===== src/core/loop_srq_cfg.svh =====
// constants for the loop service-request and poll-response block
// assumes a single 25 MHz clock and an active-low asynchronous reset
`ifndef LOOP_SRQ_CFG_SVH
`define LOOP_SRQ_CFG_SVH
// ============================================================
// enable register layout, plus status byte and poll code bit positions
`define MASTER_EN_BIT       3
`define COND_COUNT          24
`define CLOSED_DEFAULT      24'h000000
`define OPEN_DEFAULT        24'h06040c
`define SYS_STATUS_SRQ_BIT  6
`define PPOLL_SENSE_BIT     3
`endif


===== src/core/loop_srq_pkg.sv =====
// types shared by the loop service-request block
// assumes the constants header is included ahead of it
`include "loop_srq_cfg.svh"
package loop_srq_pkg;
  // ============================================================
  // frame kinds seen on the loop
  typedef enum logic [2:0] {
    FR_DATA     = 3'h0,
    FR_END      = 3'h1,
    FR_IDENTIFY = 3'h2,
    FR_CMD      = 3'h3,
    FR_OTHER    = 3'h4
  } frame_kind_t;

  typedef struct packed {
    frame_kind_t kind;
    logic        srq;
    logic [7:0]  data;
  } frame_t;

  // decoded loop commands reaching this block
  typedef struct packed {
    logic       universal;
    logic       enableAsync;
    logic       powerDown;
    logic       ppEnable;
    logic [3:0] ppCode;
    logic       ppUnconfig;
    logic       ppDisable;
    logic       sendStatusDone;
  } loop_cmd_t;

  typedef enum logic [1:0] {
    ID_IDLE = 2'b00,
    ID_SEND = 2'b01,
    ID_WAIT = 2'b11
  } id_state_t;
endpackage


===== src/core/loop_srq.sv =====
// service-request marking, idle-loop identify and poll response
// assumes frames arrive decoded, one per cycle with inValid, and the
// outgoing port holds the frame until outReady
`timescale 1ns/1ns
`include "loop_srq_cfg.svh"
module loop_srq
  import loop_srq_pkg::*;
#(
  parameter logic [`COND_COUNT-1:0] OPEN_DEFAULT = `OPEN_DEFAULT
) (
  input  wire logic                   clock,
  input  wire logic                   rstn,
  input  wire logic                   switchOpen,
  input  wire logic                   manualRequestKey,
  input  wire logic [`COND_COUNT-1:0] statusCond,
  input  wire logic                   enWrite,
  input  wire logic [`COND_COUNT-1:0] enWriteData,
  input  wire loop_cmd_t              cmd,
  input  wire logic                   listenerAddressed,
  input  wire logic                   loopIdle,
  input  wire logic                   inValid,
  input  wire frame_t                 inFrame,
  output frame_t                      outFrame,
  output logic                        outValid,
  input  wire logic                   outReady,
  output logic [`COND_COUNT-1:0]      requestEnable,
  output logic                        asyncEnable,
  output logic                        sysStatusSrq,
  output logic                        ppConfigured
);
  // ============================================================
  // enable registers
  // the strap is read once, on the first edge after reset release,
  // so a switch that moves later leaves run-time writes alone
  logic [`COND_COUNT-1:0] en_q;
  logic                   strapDone_q;

  always_ff @(posedge clock or negedge rstn) begin
    if (!rstn) begin
      en_q        <= `CLOSED_DEFAULT;
      strapDone_q <= 1'b0;
    end else if (!strapDone_q) begin
      strapDone_q <= 1'b1;
      if (switchOpen) begin
        en_q <= OPEN_DEFAULT;
      end else begin
        en_q <= `CLOSED_DEFAULT;
      end
    end else if (enWrite) begin
      en_q <= enWriteData;
    end
  end

  assign requestEnable = en_q;

  // ============================================================
  // request source
  logic                   keyHeld_q;
  logic                   keyFlag_q;
  logic                   keyPress;
  logic                   keyPending;
  logic [`COND_COUNT-1:0] condPrev_q;
  logic                   srq_q;
  logic                   condHit;
  logic                   condChange;
  logic                   masterOn;

  assign masterOn   = en_q[`MASTER_EN_BIT];
  assign keyPress   = manualRequestKey && !keyHeld_q;
  // a key flag that status sent is clearing no longer requests,
  // otherwise the request would outlive the status it reported
  assign keyPending = keyFlag_q && !cmd.sendStatusDone;
  assign condHit    = |(statusCond & en_q);
  assign condChange = |((statusCond ^ condPrev_q) & en_q);

  // key flag: set on a press, cleared once status has been sent
  always_ff @(posedge clock or negedge rstn) begin
    if (!rstn) begin
      keyHeld_q <= 1'b0;
      keyFlag_q <= 1'b0;
    end else begin
      keyHeld_q <= manualRequestKey;
      if (keyPress) begin
        keyFlag_q <= 1'b1;
      end else if (cmd.sendStatusDone) begin
        keyFlag_q <= 1'b0;
      end
    end
  end

  // request flag, shown as status bit of the system status byte
  always_ff @(posedge clock or negedge rstn) begin
    if (!rstn) begin
      condPrev_q <= '0;
      srq_q      <= 1'b0;
    end else begin
      condPrev_q <= statusCond;
      if (!masterOn) begin
        srq_q <= 1'b0;
      end else if (keyPending) begin
        srq_q <= 1'b1;
      end else if (condHit && !srq_q && condChange) begin
        srq_q <= 1'b1;
      end else if (cmd.sendStatusDone) begin
        srq_q <= 1'b0;
      end else if (condChange && !condHit) begin
        srq_q <= 1'b0;
      end
    end
  end

  assign sysStatusSrq = srq_q;

  // ============================================================
  // asynchronous request enable
  always_ff @(posedge clock or negedge rstn) begin
    if (!rstn) begin
      asyncEnable <= 1'b0;
    end else if (cmd.enableAsync) begin
      asyncEnable <= 1'b1;
    end else if (cmd.universal && !cmd.powerDown) begin
      asyncEnable <= 1'b0;
    end
  end

  // ============================================================
  // parallel poll configuration
  // unconfigure or an addressed disable beats an enable
  logic [3:0] ppCode_q;

  always_ff @(posedge clock or negedge rstn) begin
    if (!rstn) begin
      ppConfigured <= 1'b0;
      ppCode_q     <= 4'h0;
    end else if (cmd.ppUnconfig ||
                 (cmd.ppDisable && listenerAddressed)) begin
      ppConfigured <= 1'b0;
    end else if (cmd.ppEnable) begin
      ppConfigured <= 1'b1;
      ppCode_q     <= cmd.ppCode;
    end
  end

  // ============================================================
  // frame modify
  frame_t    mod;
  id_state_t st_q;
  logic      ppSense;
  logic      frameTake;

  assign ppSense   = ppCode_q[`PPOLL_SENSE_BIT];
  assign frameTake = inValid && (!outValid || outReady);

  always_comb begin
    mod = inFrame;
    if (srq_q && inFrame.kind inside {FR_DATA, FR_END, FR_IDENTIFY}) begin
      mod.srq = 1'b1;
    end
    if (ppConfigured && inFrame.kind == FR_IDENTIFY &&
        (ppSense == srq_q)) begin
      mod.data[ppCode_q[2:0]] = 1'b1;
    end
  end

  // ============================================================
  // outgoing frame register
  // passing frames are taken in every state, so an idle identify in
  // flight never swallows a frame that the loop hands on
  always_ff @(posedge clock or negedge rstn) begin
    if (!rstn) begin
      outFrame <= '0;
      outValid <= 1'b0;
    end else begin
      if (frameTake) begin
        outFrame <= mod;
        outValid <= 1'b1;
      end else if (st_q == ID_IDLE && loopIdle && asyncEnable &&
                   srq_q && !outValid) begin
        outFrame <= '{kind: FR_IDENTIFY, srq: 1'b1,
                      data: 8'h00};
        outValid <= 1'b1;
      end else if (outValid && outReady) begin
        outValid <= 1'b0;
      end
    end
  end

  // ============================================================
  // idle identify sequencer
  // one identify per idle spell: wait for the loop to leave idle
  // or the request to clear before sourcing another
  always_ff @(posedge clock or negedge rstn) begin
    if (!rstn) begin
      st_q <= ID_IDLE;
    end else begin
      case (st_q)
        ID_IDLE: begin
          if (!frameTake && loopIdle && asyncEnable && srq_q &&
              !outValid) begin
            st_q <= ID_SEND;
          end
        end
        ID_SEND: begin
          if (outReady) begin
            st_q <= ID_WAIT;
          end
        end
        ID_WAIT: begin
          if (!loopIdle || !srq_q) begin
            st_q <= ID_IDLE;
          end
        end
        default: begin
          st_q <= ID_IDLE;
        end
      endcase
    end
  end
endmodule


===== config.mk =====
export PLATFORM = sky130hd
export DESIGN_NAME = loop_srq
export DESIGN_NICKNAME = d
export VERILOG_FILES = /design/src/core/loop_srq_pkg.sv /design/src/core/loop_srq.sv
export VERILOG_INCLUDE_DIRS = /design/src /design/src/core
export SDC_FILE = /design/constraint.sdc
export NUM_CORES = 1
export LEC_CHECK = 0
export BUFFER_PORTS_ARGS = -buffer_cell sky130_fd_sc_hd__buf_2
export CORE_ASPECT_RATIO = 1.25
export CORE_UTILIZATION = 52
export CTS_CLUSTER_DIAMETER = 150
export CTS_CLUSTER_SIZE = 28
export DETAILED_ROUTE_END_ITERATION = 10
export GPL_TIMING_DRIVEN = 0
export PLACE_DENSITY = 0.87
export SYNTH_ARGS = -nofsm -noshare
export SYNTH_HDL_FRONTEND = slang
export SYNTH_SLANG_ARGS = --single-unit
export TNS_END_PERCENT = 100

===== constraint.sdc =====
create_clock -name clock -period 3.5 [get_ports clock]
set_input_delay 0.525 -clock clock [delete_from_list [all_inputs] [get_ports clock]]
set_output_delay 0.525 -clock clock [all_outputs]
set_load 0.005 [all_outputs]

## Word-level counts from Yosys, hierarchy flattened

Index checks and enable logic that the tools add are counted.
Widths: inputs -> output; s select.

- Register bits after elaboration: 73
- Bits of input ports: 80
- Logic and storage cells: 102

- $lt $le $gt $ge: 2
- Equality and inequality tests: 10
- Muxes and demuxes: 27
- Bitwise gates (word level): 5
- Reductions and logical operators: 44

Operator list:

| kind | number |
|---|---|
| $and 24x24->24 | 2 |
| $mux 24 | 2 |
| $reduce_or 24->1 | 2 |
| $mux 12 | 2 |
| $xor 24x24->24 | 1 |
| $logic_and 1x1->1 | 21 |
| $mux 19 | 1 |
| $mux 1 | 16 |
| $logic_not 1->1 | 8 |
| $mux 8 | 1 |
| $or 8x8->8 | 1 |
| $reduce_bool 2->1 | 4 |
| $mux 2 | 3 |
| $ne 2x2->1 const B | 3 |
| $pmux 2 s3 | 1 |
| $reduce_bool 3->1 | 2 |
| $ne 5x2->1 const B | 1 |
| $lt 3x4->1 const B | 1 |
| $demux 1 s3 | 1 |
| $eq 3x1->1 const B | 1 |
| $eq 3x2->1 const B | 1 |
| $ge 3x1->1 const B | 1 |
| $logic_not 3->1 | 1 |
| $logic_or 1x1->1 | 3 |
| 8 further kinds | 8 |

## Longest topological paths before layout

Gate-level depths: netlist of the first run.

- Depth after elaboration: 10
- Mapped depth: 6
- Gate-level depth less buffers: 6

## Least setup slack after synthesis of the first run

OpenSTA, ideal clock, no wires.

- Path kind: input to register
- Start: input port statusCond[13]
- End: register srq_q (netlist: sysStatusSrq)
- Library setup time: 0.126 ns
- Data arrival time: 1.326 ns
- Data required time: 3.374 ns
- Setup slack: 2.048 ns
- Stages on the path: 6
- Buffers on the path: 0
- Cells stage by stage: xor2_1 -> a22oi_1 -> nand4_1 -> nor3_1 -> or3_1 -> a31oi_1

- Longest elaborated chain between the ends: 7
- Elaborated cells between the ends (all ways): 13
- Classes of those cells: 1 x eq/ne; 3 x mux; 3 x bitwise; 6 x reduce/logical

Ends and longest elaborated chain:

| what | RTL line | RTL |
|---|---|---|
| start: declaration | loop_srq.sv:15 | `` input wire logic [`COND_COUNT-1:0] statusCond, `` |
| $xor 24x24->24 / $and 24x24->24 (equally long branches) | loop_srq.sv:74, loop_srq.sv:73 |  |
| $and 24x24->24 / $reduce_or 24->1 (equally long branches) | loop_srq.sv:74, loop_srq.sv:73 |  |
| $reduce_or 24->1 / $logic_and 1x1->1 (equally long branches) | loop_srq.sv:74, loop_srq.sv:102 |  |
| $logic_and 1x1->1 | loop_srq.sv:102 | `end else if (condHit && !srq_q && condChange) begin` |
| $mux 1 | loop_srq.sv:102 |  |
| $mux 1 | loop_srq.sv:100 | `end else if (keyPending) begin` |
| $mux 1 | loop_srq.sv:98 | `if (!masterOn) begin` |
| end signal: assignment | loop_srq.sv:99 | `srq_q <= 1'b0;` |
| end signal: assignment | loop_srq.sv:101 | `srq_q <= 1'b1;` |
| end signal: assignment | loop_srq.sv:103 | `srq_q <= 1'b1;` |
| end: declaration | loop_srq.sv:63 | `logic srq_q;` |

Parallel ways exist; a longest one is shown, timed or not.
A chain may end at the register's enable or synchronous reset.

## Worst setup path in the final report of the first run

- Start: register condPrev_q[16]
- End: register srq_q (netlist: sysStatusSrq)

- Longest elaborated chain between the ends: 7
- Elaborated cells between the ends (all ways): 9
- Classes of those cells: 1 x eq/ne; 3 x mux; 2 x bitwise; 3 x reduce/logical

Ends and longest elaborated chain:

| what | RTL line | RTL |
|---|---|---|
| start: declaration | loop_srq.sv:62 | `` logic [`COND_COUNT-1:0] condPrev_q; `` |
| start signal: assignment | loop_srq.sv:97 | `condPrev_q <= statusCond;` |
| $xor 24x24->24 (*) | loop_srq.sv:74 | `assign condChange = \|((statusCond ^ condPrev_q) & en_q);` |
| $and 24x24->24 (*) | loop_srq.sv:74 |  |
| $reduce_or 24->1 (*) | loop_srq.sv:74 |  |
| $logic_and 1x1->1 | loop_srq.sv:102 |  |
| $mux 1 | loop_srq.sv:102 |  |
| $mux 1 | loop_srq.sv:100 |  |
| $mux 1 | loop_srq.sv:98 |  |

Mark *: on every way between the ends. The rest lies on a longest branch, timed or not.

==> flow_metrics.tcl, run 1 <==
set metrics [dict create \
    status "finished, violations left" \
    violations "DRC" \
    final-hold-violation-count 0 \
    switchingPower_mw 0.5106 \
    maxSlewViolCount 0 \
    syn_area_per_cell_um2 11.92 \
    drt_first_pass_iters 7 \
    drt_iter0_markers 84 \
    max_stage_delay_ns 0.37 \
    antennaDiodeCount 0 \
    endpoint_kind "register" \
    grt_overflow 0 \
    critPathArrivalTime_ns 1.78 \
    ys_seq_area_frac 0.5892 \
    start_util 0.5365 \
    p_per_area_nw_per_um2 487.6 \
    grt_first_pass_wirelength_um 11440 \
    cp-start-kind "register" \
    cts_tree "yes" \
    rsz0062_at_grt "false" \
    grt_antenna_before_repair 0 \
    io-pin-count 120 \
    hold_path.class "in2async" \
    switching_share 0.2630 \
    viasPerCell 5.411 \
    relSlewSlack 0.4130 \
    synth_area_um2 3100 \
    htree_levels 3 \
    crit_family "simple AND/OR/NAND/NOR gates" \
    fin_cells 460 \
    dpl.hpwl_um 5579 \
    cts_hold_buf 0 \
    synthCells 260 \
    ys_seq_elements 73 \
    row_count 31 \
    pwr-share-comb 0.155 \
    worstMarginPinSlew_ns 0.8805 \
    syn_nets 340 \
    port_buffers 118 \
    worstPathCellList "xor2_1 > a22oi_1 > nand4_1 > nor3_1 > nand2_1 > a31oi_1" \
    grt_usage 0.2462 \
    skew_ns 0.008206 \
    netlist.area_leader.share 0.5892 \
    cts_resized 0 \
    vdd_drop_max_uv 329.1 \
    placed_area_um2 3776 \
    pwr-share-clk 0.344 \
    finalNetCount 469 \
    startpoint "condPrev_q[16]$_DFF_PN0_" \
    fin_crit_sh 0.4339 \
    synth_cell_types 29 \
    dieArea_um2 6277 \
    crit_type "reg2reg" \
    numCtsBuffers 9 \
    layout_common_cells "121 x buf_2, 73 x dfrtp_1, 24 x mux2i_1, 24 x xor2_1, 24 x a22oi_1" \
    fmaxAchievable_ghz 0.6585 \
    routed_wl_um 7378 \
    final_area_um2 3981 \
    die_x_um 71.07 \
    num_vias 2489 \
    path_depth 6 \
    antenna_left 0 \
    critPathSlowestCell "dfrtp_1" \
    areaGrowthSynthToFinish_pct 28.41 \
    synth_area_leaders "dfrtp_1 59%, mux2i_1 7.7%, xor2_1 6.8%" \
    seq_power_share 0.502 \
    post_cts_buffers 0 \
    setup-tns-final_ns 0 \
    r2r-start "condPrev_q[16]$_DFF_PN0_" \
    final.fill_count 436 \
    core_um2 5779 \
    clockBufferDepth 2 \
    ff2ff_path_depth 6 \
    drc 10 \
    die_h_um 88.33 \
    yosysWarningCount 0 \
    dp.cells 444 \
    required_ns 3.76 \
    routedWlPerCell_um 16.04 \
    layout_commonest_cell "buf_2" \
    timing.hold.ws_ns 0.3016 \
    setup_viol 0 \
    first_global_vias 2446 \
    p_int_mw 1.431 \
    cts_sinks 73 \
    clkTransAtPathRegs_ns 0.08 \
    leakage_nw 2.024 \
    globalplace.congestion 0.7746 \
    fin_crit_ns 1.519 \
    grt_max_degree 74 \
    utilization 0.6889 \
    cts-root-buf "clkbuf_8" \
    path_buf_inv 0 \
    synth_top_cell_by_area "dfrtp_1" \
    crit_fanout 2 \
    insertion_delay_ns 0.34 \
    maxCapViolCount 0 \
    drive_gt1_frac 0.3604 \
]
[final timing paths]
kind,to,slack [ns]
setup / recovery,sysStatusSrq$_DFFE_PN0P_,1.98
hold / removal,st_q[1]$_DFFE_PN0P_,0.30
setup reg to reg,sysStatusSrq$_DFFE_PN0P_,1.98
hold reg to reg,keyFlag_q$_DFFE_PN0P_,0.45
max in group asynchronous,condPrev_q[22]$_DFF_PN0_,2.63
min in group clock,keyHeld_q$_DFF_PN0_,0.31
[state kept, by name, summed over array words and instances (netlist names)]
signal         flops
outValid           1
strapDone_q        1
keyHeld_q          1
outFrame          12
ppCode_q           4
requestEnable     24
condPrev_q        24
keyFlag_q          1
asyncEnable        1
st_q               2
sysStatusSrq       1
ppConfigured       1
[cells by family after synthesis]
logic type	Yosys count	share of synthesized area
buffers and inverters	12	0.01614
AO/OA/AOI/OAI	59	0.1247
AND/OR/NAND/NOR	62	0.1061
flip-flops	73	0.5892
other	1	0.001209
multiplexers	28	0.09201
XOR/XNOR	25	0.07062
[power groups by stage]
stage | clock, mW | combinational [mW] | sequential, mW
global placement | 0 | 0.289 | 0.985
global route | 0.707 | 0.338 | 0.983
floorplan | 0 | 0.144 | 0.984
detailed placement | 0 | 0.302 | 0.990
finish | 0.667 | 0.300 | 0.974
CTS | 0.676 | 0.304 | 0.974
[worst register-to-register path, delay by kind of cell (launching register included)]
kind | cells | cell delay, ns
xor+xnor | 1 | 0.14
simple gates | 3 | 0.54
flops | 1 | 0.37
compound gates | 2 | 0.38
[routing by layer]
metal | global-route usage | share of wire | vias up | wire length (um)
met3 | 0.05581 | 0.063 | 12 | 465
li1 | - | - | 1175 | -
met2 | 0.4423 | 0.53 | 102 | 3899
met1 | 0.2843 | 0.39 | 1200 | 2908
met4 | 0.1073 | 0.014 | 0 | 106
met5 | 0 | 0 | - | 0
[final cells by class]
type	count	area, um^2	area share
well taps	66	82.58	0.02074
repair buffers	118	593.1	0.1490
plain buffers	7	31.28	0.007857
multi-input cells	175	1224	0.3074
flip-flops and latches	73	1827	0.4588
clock inverters	5	53.80	0.01351
inverters	5	18.77	0.004714
clock buffers	11	151.4	0.03803
[Yosys cell counts]
library cell,n
nor3_1,4
o21a_1,1
a32o_1,2
a21boi_0,1
nor2_1,7
buf_2,4
xnor2_1,1
dfrtp_1,73
xor2_1,24
a211oi_1,1
a22oi_1,24
mux2_2,4
o21ai_0,9
inv_1,5
clkbuf_1,3
mux2i_1,24
a31oi_1,3
and3_1,1
nand3_1,1
nand2b_1,5
a21oi_1,15
o31a_1,2
or3_1,1
conb_1,1
nand4_1,6
nor2b_1,21
and3b_1,1
nand2_1,15
a21o_1,1
[per-stage QoR]
step / setup WS (ns) / total power [mW]
floorplan: 2.048 / 1.127
CTS: 1.982 / 1.954
detailed placement: 1.739 / 1.292
finish: 1.981 / 1.941
global route: 1.844 / 2.028
global placement: 1.550 / 1.274
No activity file was read; power rests on OpenSTA's default activity.
==> run 2, diff against run 1 <==
--- a/config.mk
+++ b/config.mk
@@ -8,12 +8,12 @@
 export LEC_CHECK = 0
 export BUFFER_PORTS_ARGS = -buffer_cell sky130_fd_sc_hd__buf_2
 export CORE_ASPECT_RATIO = 1.25
-export CORE_UTILIZATION = 52
+export CORE_UTILIZATION = 44
 export CTS_CLUSTER_DIAMETER = 150
 export CTS_CLUSTER_SIZE = 28
 export DETAILED_ROUTE_END_ITERATION = 10
 export GPL_TIMING_DRIVEN = 0
-export PLACE_DENSITY = 0.87
+export PLACE_DENSITY = 0.79
 export SYNTH_ARGS = -nofsm -noshare
 export SYNTH_HDL_FRONTEND = slang
 export SYNTH_SLANG_ARGS = --single-unit
==> constraint.sdc (replaced) <==
create_clock -name clock -period 1.3 [get_ports clock]
set_input_delay 0.195 -clock clock [delete_from_list [all_inputs] [get_ports clock]]
set_output_delay 0.195 -clock clock [all_outputs]
set_load 0.005 [all_outputs]
==> flow_metrics.tcl, run 2 (synthesis results as in run 1) <==
set metrics [dict create \
    switching_share 0.2521 \
    power.total_mw 5.404 \
    pwr-share-clk 0.352 \
    cts_sinks 73 \
    grt_max_degree 74 \
    grt_first_pass_wirelength_um 12590 \
    fin_crit_ns 1.443 \
    cts_tree "yes" \
    grt_usage 0.2263 \
    crit_type "reg2reg" \
    cts-root-buf "clkbuf_8" \
    htree_levels 3 \
    fin_cells 503 \
    insertion_delay_ns 0.34 \
    routedWlPerCell_um 15.66 \
    drt_iter0_markers 59 \
    dp.cells 465 \
    critPathSlowestCell "dfrtp_1" \
    placed_area_um2 3802 \
    clockBufferDepth 2 \
    endpoint_kind "register" \
    start_util 0.4635 \
    die_h_um 95.85 \
    hold_path.class "in2async" \
    drt_first_pass_iters 4 \
    die_x_um 77.08 \
    max_stage_delay_ns 0.40 \
    pwr-share-comb 0.161 \
    violations "hold timing, setup timing" \
    finalNetCount 492 \
    fin_ws_ns -0.1426 \
    clkTransAtPathRegs_ns 0.07 \
    routed_wl_um 7876 \
    worstMarginPinSlew_ns 0.8948 \
    leakage_nw 2.119 \
    antenna_left 0 \
    critPathArrivalTime_ns 1.69 \
    row_count 33 \
    layout_commonest_cell "buf_2" \
    grt_antenna_before_repair 0 \
    first_global_vias 2709 \
    maxSlewViolCount 0 \
    antennaDiodeCount 0 \
    p_int_mw 4.041 \
    grt_overflow 0 \
    numCtsBuffers 9 \
    final_area_um2 4267 \
    cp-start-kind "register" \
    seq_power_share 0.487 \
    rsz0062_at_grt "true" \
    drc 0 \
    switchingPower_mw 1.363 \
    status "finished, violations left" \
    worstPathCellList "xor2_1 > a22oi_1 > nand4_1 > nor3_2 > or3_1 > a31oi_1" \
    viasPerCell 5.161 \
    final-hold-violation-count 22 \
    num_vias 2596 \
    setup_viol 10 \
    layout_common_cells "120 x buf_2, 72 x dfrtp_1, 24 x mux2i_1, 24 x xor2_1, 23 x dlygate4sd3_1" \
    setup-tns-final_ns -0.6791 \
    required_ns 1.55 \
    maxCapViolCount 0 \
    dpl.hpwl_um 5524 \
    io-pin-count 120 \
    port_buffers 118 \
    skew_ns 0.007658 \
    place_ws_ns -0.2362 \
    fin_crit_sh 1.110 \
    vdd_drop_max_uv 817.1 \
    crit_fanout 2 \
    dieArea_um2 7388 \
    relSlewSlack 0.4034 \
    p_per_area_nw_per_um2 1266 \
    drive_gt1_frac 0.3462 \
    utilization 0.6379 \
    areaGrowthSynthToFinish_pct 37.61 \
    fmaxAchievable_ghz 0.6932 \
    globalplace.congestion 0.8146 \
    core_um2 6689 \
    timing.hold.ws_ns -0.02743 \
]
## run 2: cell types whose count changed in the layout (fill, tap and decap cells not counted), sizes merged
cell         previous run  this run
clkinv                  4         1
clkbuf                 14        15
dlygate4sd3             0        23
bufinv                  1         2
## run 2: area by class of cell
cell class	count	area [um^2]
inverters	5	18.77
well taps	87	108.9
plain buffers	7	33.78
clock inverters	3	65.06
fillers	558	2422
multi-input cells	175	1244
flip-flops and latches	73	1828
clock buffers	12	145.1
repair buffers	141	823.3
## run 2: worst paths after layout
check                                    startpoint  slack, ns  cells past startpoint                            to
setup / recovery           condPrev_q[15]$_DFF_PN0_      -0.14                      6      sysStatusSrq$_DFFE_PN0P_
hold / removal                                 rstn      -0.03                      1       asyncEnable$_DFFE_PN0P_
setup reg to reg           condPrev_q[15]$_DFF_PN0_      -0.14                      6      sysStatusSrq$_DFFE_PN0P_
hold reg to reg                 keyHeld_q$_DFF_PN0_       0.42                      1         keyFlag_q$_DFFE_PN0P_
max in group asynchronous                      rstn       0.69                      1  requestEnable[3]$_DFFE_PN0P_
min in group clock                   statusCond[14]       0.02                      1      condPrev_q[14]$_DFF_PN0_
## run 2: power groups by stage
stage | Clock (mW) | Combinational [mW] | Sequential, mW
floorplan | 0 | 0.387 | 2.65
global placement | 0 | 0.777 | 2.66
detailed placement | 0 | 0.802 | 2.67
CTS | 1.96 | 0.867 | 2.63
global route | 2.06 | 0.970 | 2.65
finish | 1.90 | 0.869 | 2.63
## run 2: repair_timing
action                                  4_1_cts  5_1_grt
gates resized for setup                       5        1
pin swaps                                     6        1
endpoints found under the hold margin        23        0
hold buffers                                 23        0
endpoints found under the setup margin       10       14
buffers inserted                              0        0
## run 2: worst max-delay path, delay by kind of cell, from the launching register on
family           cells  cell delay, ns
AO/OA/AOI/OAI        2            0.28
AND/OR/NAND/NOR      3            0.50
flip-flops           1            0.40
XOR/XNOR             1            0.19
## run 2: routing by layer
| layer | track usage | part of all wire | vias up |
|---|---|---|---|
| met5 | 0 | 0 | - |
| met4 | 0.1101 | 0.015 | 0 |
| met3 | 0.05118 | 0.069 | 12 |
| met2 | 0.4092 | 0.51 | 124 |
| met1 | 0.2537 | 0.40 | 1230 |
| li1 | - | - | 1230 |
==> run 3, diff against run 2 <==
--- a/config.mk
+++ b/config.mk
@@ -6,14 +6,14 @@
 export SDC_FILE = /design/constraint.sdc
 export NUM_CORES = 1
 export LEC_CHECK = 0
-export BUFFER_PORTS_ARGS = -buffer_cell sky130_fd_sc_hd__buf_2
 export CORE_ASPECT_RATIO = 1.25
-export CORE_UTILIZATION = 44
+export CORE_UTILIZATION = 55
 export CTS_CLUSTER_DIAMETER = 150
 export CTS_CLUSTER_SIZE = 28
 export DETAILED_ROUTE_END_ITERATION = 10
+export DONT_BUFFER_PORTS = 1
 export GPL_TIMING_DRIVEN = 0
-export PLACE_DENSITY = 0.79
+export PLACE_DENSITY = 0.76
 export SYNTH_ARGS = -nofsm -noshare
 export SYNTH_HDL_FRONTEND = slang
 export SYNTH_SLANG_ARGS = --single-unit
==> flow_metrics.tcl, run 3 (synthesis results as in run 1) <==
set metrics [dict create \
    status "finished, violations left" \
    violations "hold timing, setup timing" \
    r2r-start "condPrev_q[10]$_DFF_PN0_" \
    startpoint "condPrev_q[10]$_DFF_PN0_" \
    die_h_um 85.95 \
    areaGrowthSynthToFinish_pct 20.62 \
    hold_path.class "in2async" \
    p_int_mw 3.550 \
    io-pin-count 120 \
    drt_iter0_markers 90 \
    ff2ff_path_depth 6 \
    skew_ns 0.002120 \
    port_buffers 0 \
    grt_antenna_before_repair 0 \
    drt_first_pass_iters 4 \
    fmaxAchievable_ghz 0.6933 \
    fin_ws_ns -0.1424 \
    worstPathCellList "xor2_1 > a22oi_1 > nand4_1 > nor3_2 > or3_1 > a31oi_1" \
    crit_family "simple AND/OR/NAND/NOR gates" \
    grt_overflow 0 \
    cp-start-kind "register" \
    timing.hold.ws_ns -0.4489 \
    start_util 0.5697 \
    max_stage_delay_ns 0.38 \
    pwr-share-clk 0.311 \
    dieArea_um2 5944 \
    switching_share 0.2559 \
    cts_sinks 73 \
    fin_cells 372 \
    die_x_um 69.16 \
    leakage_nw 1.655 \
    path_buf_inv 0 \
    core_um2 5443 \
    row_count 30 \
    cts-root-buf "clkbuf_8" \
    final.fill_count 402 \
    crit_fanout 2 \
    grt_max_degree 74 \
    rsz0062_at_grt "true" \
    layout_commonest_cell "dfrtp_1" \
    critPathSlowestCell "dfrtp_1" \
    critPathArrivalTime_ns 1.66 \
    antennaDiodeCount 0 \
    first_global_vias 2369 \
    maxSlewViolCount 0 \
    viasPerCell 5.919 \
    utilization 0.6871 \
    setup_viol 13 \
    numCtsBuffers 9 \
    antenna_left 0 \
    maxCapViolCount 0 \
    grt_first_pass_wirelength_um 11540 \
    routedWlPerCell_um 19.56 \
    clkTransAtPathRegs_ns 0.07 \
    fin_crit_ns 1.442 \
    pwr-share-comb 0.129 \
    drc 0 \
    drive_gt1_frac 0.1331 \
    routed_wl_um 7275 \
    fin_crit_sh 1.110 \
    clockBufferDepth 2 \
    path_depth 6 \
    seq_power_share 0.560 \
    layout_common_cells "72 x dfrtp_1, 30 x dlygate4sd3_1, 24 x mux2i_1, 24 x xor2_1, 21 x nor2b_1" \
    htree_levels 3 \
    finalNetCount 384 \
    insertion_delay_ns 0.33 \
    r2r_slack_ns -0.14 \
    power.total_mw 4.772 \
    cts_tree "yes" \
    dpl.hpwl_um 4955 \
    num_vias 2202 \
    final-hold-violation-count 73 \
    crit_type "reg2reg" \
    globalplace.congestion 0.8232 \
    switchingPower_mw 1.221 \
    p_per_area_nw_per_um2 1276 \
    cts_hold_buf 30 \
    vdd_drop_max_uv 871.2 \
    endpoint_kind "register" \
    r2r_end "sysStatusSrq$_DFFE_PN0P_" \
    required_ns 1.52 \
    grt_usage 0.2540 \
    dp.cells 324 \
    cp-endpoint "sysStatusSrq$_DFFE_PN0P_" \
]
==> run 3: per-layer routing <==
metal | GRT usage | wire length [um]
met2 | 0.4422 | 3885
met4 | 0.09276 | 108
met3 | 0.09518 | 558
met5 | 0 | 0
met1 | 0.2843 | 2724
==> run 3: layout make-up <==
cell class / instances / area [um^2] / share of cell area
Tap cell: 64 / 80.08 / 0.02141
Multi-Input combinational cell: 175 / 1292 / 0.3456
Clock buffer: 15 / 156.4 / 0.04182
Buffer: 7 / 37.54 / 0.01004
Timing Repair Buffer: 33 / 326.6 / 0.08732
Sequential cell: 73 / 1828 / 0.4888
Inverter: 5 / 18.77 / 0.005018
==> run 3: what timing repair did <==
action                     CTS  global route
setup buffers                0             2
gates cloned                 0             1
gates resized for setup      5            27
hold endpoints to repair   104            73
setup endpoints to repair   11            14
pin swaps                    7            15
==> run 3: worst min path at each step <==
stage                         endpoint  start
3_3_place_gp   asyncEnable$_DFFE_PN0P_   rstn
5_1_grt        asyncEnable$_DFFE_PN0P_   rstn
3_5_place_dp   asyncEnable$_DFFE_PN0P_   rstn
6_report       asyncEnable$_DFFE_PN0P_   rstn
4_1_cts        asyncEnable$_DFFE_PN0P_   rstn
2_1_floorplan  asyncEnable$_DFFE_PN0P_   rstn
==> run 3: stage by stage <==
stage	hold slack, ns	area [um^2]	setup TNS [ns]	setup WS, ns
3_5_place_dp	-0.09927	3181	-1.101	-0.2214
5_1_grt	-0.4755	3740	-2.119	-0.2256
2_1_floorplan	-0.1006	3100	0	0.02773
3_3_place_gp	-0.09901	3181	-0.7661	-0.1901
6_report	-0.4489	3740	-0.8962	-0.1424
4_1_cts	-0.4635	3660	-0.7898	-0.1149
==> run 3: power groups by stage <==
| stage | Combinational, mW | Sequential, mW | Clock [mW] |
|---|---|---|---|
| after detailed placement | 0.462 | 2.70 | 0 |
| after global placement | 0.445 | 2.70 | 0 |
| after floorplan | 0.387 | 2.65 | 0 |
| after global routing | 0.687 | 2.70 | 1.61 |
| final | 0.617 | 2.67 | 1.48 |
| after CTS | 0.551 | 2.66 | 1.51 |
